--- src/rtl/pump_sleep_cfg.svh ---
`ifndef PUMP_SLEEP_CFG_SVH
`define PUMP_SLEEP_CFG_SVH
// Register byte offsets.
`define OFS_CTRL 8'h00
`define OFS_SLEEP_LEVEL 8'h04
`define OFS_SLEEP_SPEED 8'h08
`define OFS_SLEEP_POWER 8'h0c
`define OFS_PRESS_LEVEL 8'h10
`define OFS_WAKE_LEVEL 8'h14
`define OFS_WAKE_ERROR 8'h18
`define OFS_SLEEP_DELAY 8'h1c
`define OFS_WAKE_DELAY 8'h20
`define OFS_BOOST_SPEED 8'h24
`define OFS_BOOST_TIME 8'h28
`define OFS_SCALE 8'h2c
`define OFS_STATUS 8'h30
// Control register field positions.
`define CTRL_EN_BIT 0
`define CTRL_SMODE_LSB 1
`define CTRL_WMODE_LSB 4
`define CTRL_INV_BIT 6
`define CTRL_SWSRC_LSB 7
`define CTRL_SWIDX_LSB 9
`define CTRL_SNSRC_LSB 12
`define CTRL_ORMASK_LSB 14
// Reset values.
`define RST_CTRL 32'h0000_0000
`define RST_LEVEL 16'h0000
`define RST_SCALE 32'hffff_0000
// Timing: the control tick period and the bus clock period.
`define PCLK_NS 4
`define CTL_TICK_NS 1000
`define CTL_TICK_CYC ((`CTL_TICK_NS + `PCLK_NS - 1) / `PCLK_NS)
`endif

--- src/rtl/pump_sleep_pkg.sv ---
package pump_sleep_pkg;
  typedef enum logic [2:0] {
    SM_NONE = 3'h0, SM_SWITCH = 3'h1, SM_FLOW = 3'h2, SM_SPEED = 3'h3,
    SM_POWER = 3'h4, SM_PRESSURE = 3'h5, SM_ANY = 3'h6
  } sleep_mode_t;
  typedef enum logic [1:0] {
    WM_FEEDBACK = 2'h0, WM_ERROR = 2'h1, WM_PRESSURE = 2'h2
  } wake_mode_t;
  typedef enum logic [1:0] {
    SRC_NONE = 2'h0, SRC_ANALOG = 2'h1, SRC_VIRTUAL = 2'h2, SRC_PULSE = 2'h3
  } sensor_src_t;
  typedef enum logic [3:0] {
    ST_RUNNING = 4'b0001, ST_BOOST = 4'b0010, ST_SLEEPING = 4'b0100, ST_WAKING = 4'b1000
  } sup_state_t;
  // Process measurements, all unsigned in process units except raw sensors.
  typedef struct packed {
    logic [15:0] feedback;
    logic [15:0] reference;
    logic [15:0] pressure;
    logic [15:0] out_freq;
    logic [15:0] out_power;
    logic [15:0] sens_analog;
    logic [15:0] sens_virtual;
    logic [15:0] sens_pulse;
  } process_in_t;
  // Regulation context from the command path.
  typedef struct packed {
    logic fb_configured;
    logic reg_configured;
    logic chan1_selected;
    logic auto_mode;
    logic run_order;
    logic aux_pumps_off;
  } drive_ctx_t;
endpackage

--- src/rtl/pump_sleep_wakeup_control.sv ---
`timescale 1ns/10ps
`include "pump_sleep_cfg.svh"
// Notes on behaviour
// - Supervisor acts only when a feedback source is configured.
// - Closed loop active needs regulation configured, channel 1, automatic mode.
// - Without wake condition, sleep after sleep condition outlasts the sleep delay.
// - Flow mode: sleep while sensor value below sleep level.
// - Switch mode: sleep while assigned switch input is active.
// - Speed mode: sleep when frequency below sleep speed and auxiliary pumps off.
// - Power mode: sleep while output power below sleep power and auxiliary pumps off.
// - Pressure mode: sleep while pressure above its sleep level.
// - Multiple mode: OR of the enabled conditions.
// - Wake only after wake condition outlasts the wake delay.
// - Feedback wake, direct: feedback below wake level.
// - Feedback wake, inverted: feedback above wake level.
// - Error wake, direct: feedback below reference minus wake error.
// - Error wake, inverted: feedback above reference plus wake error.
// - Pressure wake: pressure below wake level.
// - Entering sleep: boost speed for boost time, then stop.
// - Boost time zero skips the boost phase.
// - Run order in auto with wake condition starts regulation at once.
// - Run order in auto without wake condition sleeps directly, no boost.
// - Switch to auto while running keeps running, no sleep.
// - Switch source is none, a digital input or a control-word bit.
// - Sensor source none, analog, virtual or pulse, scaled by low/high limits.
// - Sleep mode resets to not configured, so no sleep entry.
module pump_sleep_wakeup_control #(
  parameter int DW = 16,
  parameter int NSW = 8,
  parameter int TICK_CYC = `CTL_TICK_CYC
) (
  // Clock and reset
  input wire logic pclk,
  input wire logic presetn,
  // APB slave
  input wire logic psel,
  input wire logic penable,
  input wire logic pwrite,
  input wire logic [7:0] paddr,
  input wire logic [31:0] pwdata,
  output logic [31:0] prdata,
  output logic pready,
  output logic pslverr,
  // Process side
  input wire pump_sleep_pkg::process_in_t proc_in,
  input wire pump_sleep_pkg::drive_ctx_t ctx_in,
  input wire logic [NSW-1:0] switch_pins,
  input wire logic [NSW-1:0] ctrl_word_bits,
  // Motor speed path
  output logic regulator_run,
  output logic motor_halt,
  output logic boost_active,
  output logic [15:0] boost_speed_ref,
  output logic sleeping
);
  // ********************************
  // Elaboration checks
  // ********************************
  if (DW != 16) begin : g_bad_dw
    $error("Only a data width of 16 is supported.");
  end
  if (NSW < 1 || NSW > 8) begin : g_bad_nsw
    $error("Between one and eight switch inputs are supported.");
  end
  if (TICK_CYC < 1 || TICK_CYC > 4096) begin : g_bad_tick
    $error("Tick divider must lie between 1 and 4096.");
  end

  // ********************************
  // Functions
  // ********************************
  // Maps a 16-bit raw value onto the lo..hi process range.
  function automatic logic [15:0] scale(input logic [15:0] raw, input logic [15:0] lo,
                                        input logic [15:0] hi);
    logic [31:0] prod;
    prod = 32'(raw) * 32'(hi - lo);
    return 16'(lo + prod[31:16]);
  endfunction

  // ********************************
  // Registers
  // ********************************
  logic [31:0] ctrl_q;
  logic [15:0] sleep_level_q, sleep_speed_q, sleep_power_q, press_level_q;
  logic [15:0] wake_level_q, wake_error_q, sleep_delay_q, wake_delay_q;
  logic [15:0] boost_speed_q, boost_time_q;
  logic [31:0] scale_q;
  pump_sleep_pkg::sup_state_t state_q;
  logic sleep_cond, wake_cond, sup_active;
  logic [15:0] wr16;
  logic wr_en, addr_ok;

  assign wr_en = psel & penable & pwrite;
  assign wr16 = pwdata[15:0];
  assign pready = 1'b1;

  always_comb begin
    case (paddr)
      `OFS_CTRL, `OFS_SLEEP_LEVEL, `OFS_SLEEP_SPEED, `OFS_SLEEP_POWER, `OFS_PRESS_LEVEL,
      `OFS_WAKE_LEVEL, `OFS_WAKE_ERROR, `OFS_SLEEP_DELAY, `OFS_WAKE_DELAY,
      `OFS_BOOST_SPEED, `OFS_BOOST_TIME, `OFS_SCALE, `OFS_STATUS: addr_ok = 1'b1;
      default: addr_ok = 1'b0;
    endcase
  end
  // Status is read-only; writing it is refused like an unmapped address.
  assign pslverr = psel & penable & (~addr_ok | (pwrite & paddr == `OFS_STATUS));

  always_ff @(posedge pclk or negedge presetn) begin
    if (!presetn) begin
      ctrl_q <= `RST_CTRL;
      sleep_level_q <= `RST_LEVEL;
      sleep_speed_q <= `RST_LEVEL;
      sleep_power_q <= `RST_LEVEL;
      press_level_q <= `RST_LEVEL;
      wake_level_q <= `RST_LEVEL;
      wake_error_q <= `RST_LEVEL;
      sleep_delay_q <= `RST_LEVEL;
      wake_delay_q <= `RST_LEVEL;
      boost_speed_q <= `RST_LEVEL;
      boost_time_q <= `RST_LEVEL;
      scale_q <= `RST_SCALE;
    end else if (wr_en) begin
      case (paddr)
        `OFS_CTRL: ctrl_q <= pwdata;
        `OFS_SLEEP_LEVEL: sleep_level_q <= wr16;
        `OFS_SLEEP_SPEED: sleep_speed_q <= wr16;
        `OFS_SLEEP_POWER: sleep_power_q <= wr16;
        `OFS_PRESS_LEVEL: press_level_q <= wr16;
        `OFS_WAKE_LEVEL: wake_level_q <= wr16;
        `OFS_WAKE_ERROR: wake_error_q <= wr16;
        `OFS_SLEEP_DELAY: sleep_delay_q <= wr16;
        `OFS_WAKE_DELAY: wake_delay_q <= wr16;
        `OFS_BOOST_SPEED: boost_speed_q <= wr16;
        `OFS_BOOST_TIME: boost_time_q <= wr16;
        `OFS_SCALE: scale_q <= pwdata;
        default: ;
      endcase
    end
  end

  // Read data is captured in the setup phase so it comes from a flip-flop.
  always_ff @(posedge pclk or negedge presetn) begin
    if (!presetn) begin
      prdata <= 32'h0000_0000;
    end else if (psel & ~penable) begin
      case (paddr)
        `OFS_CTRL: prdata <= ctrl_q;
        `OFS_SLEEP_LEVEL: prdata <= {16'h0000, sleep_level_q};
        `OFS_SLEEP_SPEED: prdata <= {16'h0000, sleep_speed_q};
        `OFS_SLEEP_POWER: prdata <= {16'h0000, sleep_power_q};
        `OFS_PRESS_LEVEL: prdata <= {16'h0000, press_level_q};
        `OFS_WAKE_LEVEL: prdata <= {16'h0000, wake_level_q};
        `OFS_WAKE_ERROR: prdata <= {16'h0000, wake_error_q};
        `OFS_SLEEP_DELAY: prdata <= {16'h0000, sleep_delay_q};
        `OFS_WAKE_DELAY: prdata <= {16'h0000, wake_delay_q};
        `OFS_BOOST_SPEED: prdata <= {16'h0000, boost_speed_q};
        `OFS_BOOST_TIME: prdata <= {16'h0000, boost_time_q};
        `OFS_SCALE: prdata <= scale_q;
        `OFS_STATUS: prdata <= {25'h0, sup_active, wake_cond, sleep_cond, state_q};
        default: prdata <= 32'h0000_0000;
      endcase
    end
  end

  // ********************************
  // Control tick and input sync
  // ********************************
  logic [11:0] div_q;
  logic tick;
  always_ff @(posedge pclk or negedge presetn) begin
    if (!presetn) begin
      div_q <= 12'h000;
    end else if (div_q == 12'(TICK_CYC - 1)) begin
      div_q <= 12'h000;
    end else begin
      div_q <= div_q + 12'h001;
    end
  end
  assign tick = (div_q == 12'(TICK_CYC - 1));

  logic [NSW-1:0] sw_meta_q, sw_sync_q;
  always_ff @(posedge pclk or negedge presetn) begin
    if (!presetn) begin
      sw_meta_q <= '0;
      sw_sync_q <= '0;
    end else begin
      sw_meta_q <= switch_pins;
      sw_sync_q <= sw_meta_q;
    end
  end

  // ********************************
  // Sleep and wake conditions
  // ********************************
  pump_sleep_pkg::sleep_mode_t smode;
  pump_sleep_pkg::wake_mode_t wmode;
  pump_sleep_pkg::sensor_src_t snsrc;
  logic invert, sw_active, c_flow, c_speed, c_power, c_press;
  logic [2:0] sw_idx;
  logic [4:0] or_mask;
  logic [15:0] sensor_val;
  logic [16:0] err_lo, err_hi;

  assign smode = pump_sleep_pkg::sleep_mode_t'(ctrl_q[`CTRL_SMODE_LSB +: 3]);
  assign wmode = pump_sleep_pkg::wake_mode_t'(ctrl_q[`CTRL_WMODE_LSB +: 2]);
  assign snsrc = pump_sleep_pkg::sensor_src_t'(ctrl_q[`CTRL_SNSRC_LSB +: 2]);
  assign invert = ctrl_q[`CTRL_INV_BIT];
  assign sw_idx = ctrl_q[`CTRL_SWIDX_LSB +: 3];
  assign or_mask = ctrl_q[`CTRL_ORMASK_LSB +: 5];

  always_comb begin
    case (ctrl_q[`CTRL_SWSRC_LSB +: 2])
      2'h1: sw_active = (32'(sw_idx) < NSW) ? sw_sync_q[sw_idx] : 1'b0;
      2'h2: sw_active = (32'(sw_idx) < NSW) ? ctrl_word_bits[sw_idx] : 1'b0;
      default: sw_active = 1'b0;
    endcase
  end

  always_comb begin
    case (snsrc)
      pump_sleep_pkg::SRC_ANALOG:
        sensor_val = scale(proc_in.sens_analog, scale_q[15:0], scale_q[31:16]);
      pump_sleep_pkg::SRC_VIRTUAL:
        sensor_val = scale(proc_in.sens_virtual, scale_q[15:0], scale_q[31:16]);
      pump_sleep_pkg::SRC_PULSE:
        sensor_val = scale(proc_in.sens_pulse, scale_q[15:0], scale_q[31:16]);
      default: sensor_val = 16'h0000;
    endcase
  end

  // With no sensor assigned the flow condition can never hold.
  assign c_flow = (snsrc != pump_sleep_pkg::SRC_NONE) && sensor_val < sleep_level_q;
  assign c_speed = proc_in.out_freq < sleep_speed_q && ctx_in.aux_pumps_off;
  assign c_power = proc_in.out_power < sleep_power_q && ctx_in.aux_pumps_off;
  assign c_press = proc_in.pressure > press_level_q;

  always_comb begin
    case (smode)
      pump_sleep_pkg::SM_SWITCH: sleep_cond = sw_active;
      pump_sleep_pkg::SM_FLOW: sleep_cond = c_flow;
      pump_sleep_pkg::SM_SPEED: sleep_cond = c_speed;
      pump_sleep_pkg::SM_POWER: sleep_cond = c_power;
      pump_sleep_pkg::SM_PRESSURE: sleep_cond = c_press;
      pump_sleep_pkg::SM_ANY:
        sleep_cond = |(or_mask & {c_press, c_power, c_speed, c_flow, sw_active});
      default: sleep_cond = 1'b0;
    endcase
  end

  // The error band is computed one bit wider: the upper bound cannot wrap, and bit 16 flags a negative lower bound.
  assign err_lo = {1'b0, proc_in.reference} - {1'b0, wake_error_q};
  assign err_hi = {1'b0, proc_in.reference} + {1'b0, wake_error_q};

  always_comb begin
    case (wmode)
      pump_sleep_pkg::WM_FEEDBACK:
        wake_cond = invert ? proc_in.feedback > wake_level_q
                           : proc_in.feedback < wake_level_q;
      pump_sleep_pkg::WM_ERROR:
        wake_cond = invert ? {1'b0, proc_in.feedback} > err_hi
                           : !err_lo[16] && {1'b0, proc_in.feedback} < err_lo;
      pump_sleep_pkg::WM_PRESSURE: wake_cond = proc_in.pressure < wake_level_q;
      default: wake_cond = 1'b1;
    endcase
  end

  // ********************************
  // Supervisor state machine
  // ********************************
  logic pid_mode, pid_mode_q, run_q;
  logic [15:0] tmr_q;
  logic sleep_exp, wake_exp, boost_exp;

  assign pid_mode = ctx_in.reg_configured & ctx_in.chan1_selected & ctx_in.auto_mode;
  assign sup_active = ctx_in.fb_configured & ctrl_q[`CTRL_EN_BIT] & pid_mode;
  assign sleep_exp = tmr_q > sleep_delay_q;
  assign wake_exp = tmr_q > wake_delay_q;
  assign boost_exp = tmr_q >= boost_time_q - 16'h0001;

  always_ff @(posedge pclk or negedge presetn) begin
    if (!presetn) begin
      run_q <= 1'b0;
      pid_mode_q <= 1'b0;
    end else if (tick) begin
      run_q <= ctx_in.run_order;
      pid_mode_q <= pid_mode;
    end
  end

  always_ff @(posedge pclk or negedge presetn) begin
    if (!presetn) begin
      state_q <= pump_sleep_pkg::ST_RUNNING;
    end else if (tick) begin
      if (!sup_active || !ctx_in.run_order) begin
        state_q <= pump_sleep_pkg::ST_RUNNING;
      end else if (!run_q) begin
        // A fresh run order in auto: start only if there is demand.
        state_q <= wake_cond ? pump_sleep_pkg::ST_RUNNING
                             : pump_sleep_pkg::ST_SLEEPING;
      end else if (!pid_mode_q) begin
        state_q <= pump_sleep_pkg::ST_RUNNING;
      end else begin
        case (state_q)
          pump_sleep_pkg::ST_RUNNING:
            if (sleep_cond && !wake_cond && sleep_exp) begin
              state_q <= (boost_time_q == 16'h0000) ? pump_sleep_pkg::ST_SLEEPING
                                                   : pump_sleep_pkg::ST_BOOST;
            end
          pump_sleep_pkg::ST_BOOST:
            if (boost_exp) begin
              state_q <= pump_sleep_pkg::ST_SLEEPING;
            end
          pump_sleep_pkg::ST_SLEEPING:
            if (wake_cond) begin
              state_q <= pump_sleep_pkg::ST_WAKING;
            end
          pump_sleep_pkg::ST_WAKING:
            if (!wake_cond) begin
              state_q <= pump_sleep_pkg::ST_SLEEPING;
            end else if (wake_exp) begin
              state_q <= pump_sleep_pkg::ST_RUNNING;
            end
          default: state_q <= pump_sleep_pkg::ST_RUNNING;
        endcase
      end
    end
  end

  // One shared timer: it restarts when the delay timed in its state expires and whenever the
  // condition it is timing lapses.
  logic tmr_hold;
  always_comb begin
    case (state_q)
      pump_sleep_pkg::ST_RUNNING: tmr_hold = sleep_cond && !wake_cond && sup_active;
      pump_sleep_pkg::ST_BOOST: tmr_hold = 1'b1;
      pump_sleep_pkg::ST_WAKING: tmr_hold = wake_cond;
      default: tmr_hold = 1'b0;
    endcase
  end

  always_ff @(posedge pclk or negedge presetn) begin
    if (!presetn) begin
      tmr_q <= 16'h0000;
    end else if (tick) begin
      if (!tmr_hold || sleep_exp && state_q == pump_sleep_pkg::ST_RUNNING
          || boost_exp && state_q == pump_sleep_pkg::ST_BOOST
          || wake_exp && state_q == pump_sleep_pkg::ST_WAKING) begin
        tmr_q <= 16'h0000;
      end else if (tmr_q != 16'hffff) begin
        tmr_q <= tmr_q + 16'h0001;
      end
    end
  end

  // ********************************
  // Outputs
  // ********************************
  always_ff @(posedge pclk or negedge presetn) begin
    if (!presetn) begin
      regulator_run <= 1'b0;
      motor_halt <= 1'b1;
      boost_active <= 1'b0;
      boost_speed_ref <= 16'h0000;
      sleeping <= 1'b0;
    end else begin
      // A fresh run order waits for the next tick to decide on demand, so a
      // cold start without demand never spins the motor up for a moment.
      regulator_run <= ctx_in.run_order && state_q == pump_sleep_pkg::ST_RUNNING
                       && (run_q || !sup_active);
      motor_halt <= !ctx_in.run_order || (state_q == pump_sleep_pkg::ST_SLEEPING)
                    || (state_q == pump_sleep_pkg::ST_WAKING)
                    || (sup_active && !run_q);
      boost_active <= state_q == pump_sleep_pkg::ST_BOOST;
      boost_speed_ref <= boost_speed_q;
      sleeping <= (state_q == pump_sleep_pkg::ST_SLEEPING)
                  || (state_q == pump_sleep_pkg::ST_WAKING);
    end
  end
endmodule

--- config.mk ---
export PLATFORM = sky130hd
export DESIGN_NAME = pump_sleep_wakeup_control
export DESIGN_NICKNAME = d
export VERILOG_FILES = /design/src/rtl/pump_sleep_pkg.sv /design/src/rtl/pump_sleep_wakeup_control.sv
export VERILOG_INCLUDE_DIRS = /design/src /design/src/rtl
export SDC_FILE = /design/constraint.sdc
export NUM_CORES = 2
export LEC_CHECK = 0
export BUFFER_PORTS_ARGS = -buffer_cell sky130_fd_sc_hd__buf_2
export CAP_MARGIN = 30
export CORE_UTILIZATION = 35
export CTS_CLUSTER_DIAMETER = 150
export DETAILED_ROUTE_END_ITERATION = 12
export PLACE_DENSITY = 0.5
export SYNTH_ARGS = -nofsm -noshare
export SYNTH_HDL_FRONTEND = slang
export SYNTH_SLANG_ARGS = --single-unit
--- constraint.sdc ---
create_clock -name pclk -period 35.7 [get_ports pclk]
set_clock_uncertainty 0.05 [all_clocks]
set_input_delay 7.14 -clock pclk [delete_from_list [all_inputs] [get_ports pclk]]
set_output_delay 7.14 -clock pclk [all_outputs]
set_load 0.05 [all_outputs]
==> metrics <==
Die X 384 um; DR DRC count 12; Final Util 0.385; unrepaired setup endpoints after global routing no; average wire per standard cell approximately 22 um; Yosys reg bits between 300 and 400; Worst Path Arrival 18.52 ns; area grow syn2layout 8.69%; Hold Crit Depth 0; failing checks DRC; first-pass GRT wire length between 200000 and 300000 um; worst r2r src scale_q[1]$_DFFE_PN0P_; Max-Cap Viols 0; kind of critical path input pin to flop; share of flip-flops with an asynchronous set or reset 1.00; Synthesis Warnings 0; worst reg-to-reg setup slack 20.48 ns; largest net degree at the start of global routing 163; Mapped Avg Cell Area 9.23 um^2; die span in y between 300 and 400 um; hpwl dp 130000 um; Hold Path Origin sw_meta_q[2]$_DFF_PN0_; NumNets Final 6977; Design Area, Final 55400 um^2; clock tree sinks between 300 and 400; Setup Viol. Count Final 0; Slew Viols, Final 0; Max Clock Freq ~55 MHz; Fin Setup TNS 0 ns; CTS buffer count 35; Hold Fails Final Rpt 0; post-placement cell area 54100 um^2; Clock Path Buffers 3; FF-to-FF path depth 55; 1st-pass router iterations 10; DR iter-0 viols 2700; Synth cell types just under 90; initial antenna violation count 13; Overall Global Routing Usage 0.230; Hold-fix buffers, CTS 0; core area 144000 um^2; largest registers ctrl_q x32, prdata x32, scale_q x32; vias in the first global route 41200; vias per cell 5.25; Initial Util 0.354; crit share post-route 0.510; Antenna Nets Post-Route 0; Clk Latency, worst-skew pair between 0.5 and 0.6 ns; CP Max Fanout 20; most used cell, CP fa_1; Top FF cell, synth dfrtp_1; Buffers on Ports 247; Slew headroom 0.289; Mapped Area 50900 um^2; register area share after synthesis 0.161; ratio of cells with drive above 1 in the final layout 0.120; via count around 40000; CTS resizes 0; Worst path max stage delay approximately 0.71 ns; Post-Syn Nets 6946; Mapped Cells approximately 5500; Hold Path Class flop to flop; routed wire length 167000 um; Post-CTS Setup Inserts 0; CP max-delay cell a2111oi_0; row cnt 139; routability congestion estimate 0.911; WHS Endpoint sw_sync_q[2]$_DFF_PN0_; Setup crit end kind flop; GRT Residual Overflow 0; status finished, violations left; Final min period 18.20 ns; I/O pin cnt 249; Die ar. 147000 um^2; CTS tree done; Least-Margin Pin Slew 1.05 ns; Startpoint Class input pin; Reg clk slew, reported paths 0.07 ns; Req. time, crit path 36.02 ns; R2R Path End tmr_q[1]$_DFFE_PN0P_; clock tree root driver cell clkbuf_16; H-tree Lvls 2; number of flops mapped to enable cells by yosys 0
[per-layer routing]
metal,up-vias,global-route usage,share of wire
li1,17900,-,-
met1,20100,0.316,0.45
met2,1090,0.391,0.48
met3,174,0.0201,0.045
met4,10,0.0554,0.026
met5,-,0,0.00039
[worst max path at each step]
| stage | slack [ns] | end | start |
|---|---|---|---|
| 2_1_floorplan | 18.70 | state_q[0]$_DFFE_PN1P_ | proc_in[17] |
| 6_report | 17.50 | tmr_q[1]$_DFFE_PN0P_ | proc_in[17] |
| 3_3_place_gp | 17.16 | tmr_q[1]$_DFFE_PN0P_ | proc_in[17] |
| 3_5_place_dp | 17.03 | tmr_q[1]$_DFFE_PN0P_ | proc_in[17] |
| 4_1_cts | 17.56 | tmr_q[1]$_DFFE_PN0P_ | proc_in[17] |
| 5_1_grt | 16.75 | tmr_q[1]$_DFFE_PN0P_ | proc_in[18] |
[placed cells by master (no fill, tap or decap), types with 97 or more instances in the layout]
master / count
ha_1: 477
nand2_1: 500
nand3_1: 150
dfrtp_1: 308
and2_1: 243
fa_1: 749
o21ai_0: 101
xnor2_1: 97
a21oi_1: 124
inv_1: 1057
nor2_1: 215
buf_2: 246
mux2_2: 229
[through the flow]
step	hold slack (ns)	setup WS [ns]	cells
final	0.293	17.50	7482
after global routing	0.300	16.75	7479
after CTS	0.296	17.56	7478
after detailed placement	0.286	17.03	7416
after global placement	0.285	17.16	7413
after floorplan	0.281	18.70	5520
[worst max-delay path, delay by kind of cell]
family	cells	cell delay [ns]
adders and majority gates	9	4.02
xor gates and xnor gates	1	0.17
muxes	1	0.31
and+or+nand+nor	7	1.24
AOI/OAI and AO/OA	21	5.12
buffers and inverters	4	0.48
[cells in the mapped netlist (25+ instances only)]
master    count  area, um^2
o311ai_0     44         385
nor2b_1      79         494
nor3_1       79         395
and2_1      243        1520
dfrtp_1     308        7710
a21oi_1     125         626
fa_1        750       15000
inv_1      1057        3970
nand2_1     502        1880
a22o_1       25         219
a221oi_1     53         464
nor2_1      220         826
a311oi_1     27         236
nand3b_1     40         300
o211ai_1     30         225
a31oi_1      26         163
and3_1       32         200
a21o_1       50         375
nand4_1      31         194
nand3_1     150         751
xnor2_1     103         902
xor2_1       47         412
o21ai_0     101         505
mux2_2      229        2580
ha_1        481        6020
nand2b_1     41         257
clkbuf_1    296        1110
[cell families (layout without fill, tap and decap cells)]
| family | count (synthesis) | in the layout | share of synthesized area |
|---|---|---|---|
| multiplexers | 243 | 243 | 0.0544 |
| adder cells (fa/ha/maj) | 1231 | 1231 | 0.413 |
| AO/OA/AOI/OAI | 683 | 683 | 0.0971 |
| XOR/XNOR | 151 | 151 | 0.0262 |
| flip-flops | 326 | 326 | 0.161 |
| AND/OR/NAND/NOR | 1509 | 1509 | 0.147 |
| buffers and inverters | 1376 | 1432 | 0.102 |
| other | 1 | 4 | 0.0000736 |
[final cells by class]
cell class / count / area, um^2
inverters: 1057 / 3970
diodes: 3 / 7.51
well taps: 1903 / 2380
flip-flops and latches: 326 / 8180
fillers: 14600 / 88600
multi-input cells: 3818 / 37800
clock buffers: 47 / 971
repair buffers: 313 / 1800
clock inverters: 15 / 282
Power is left out: the tool's default activity adds up to more than one toggle a clock period on the data nets, which glitch-free logic cannot reach.
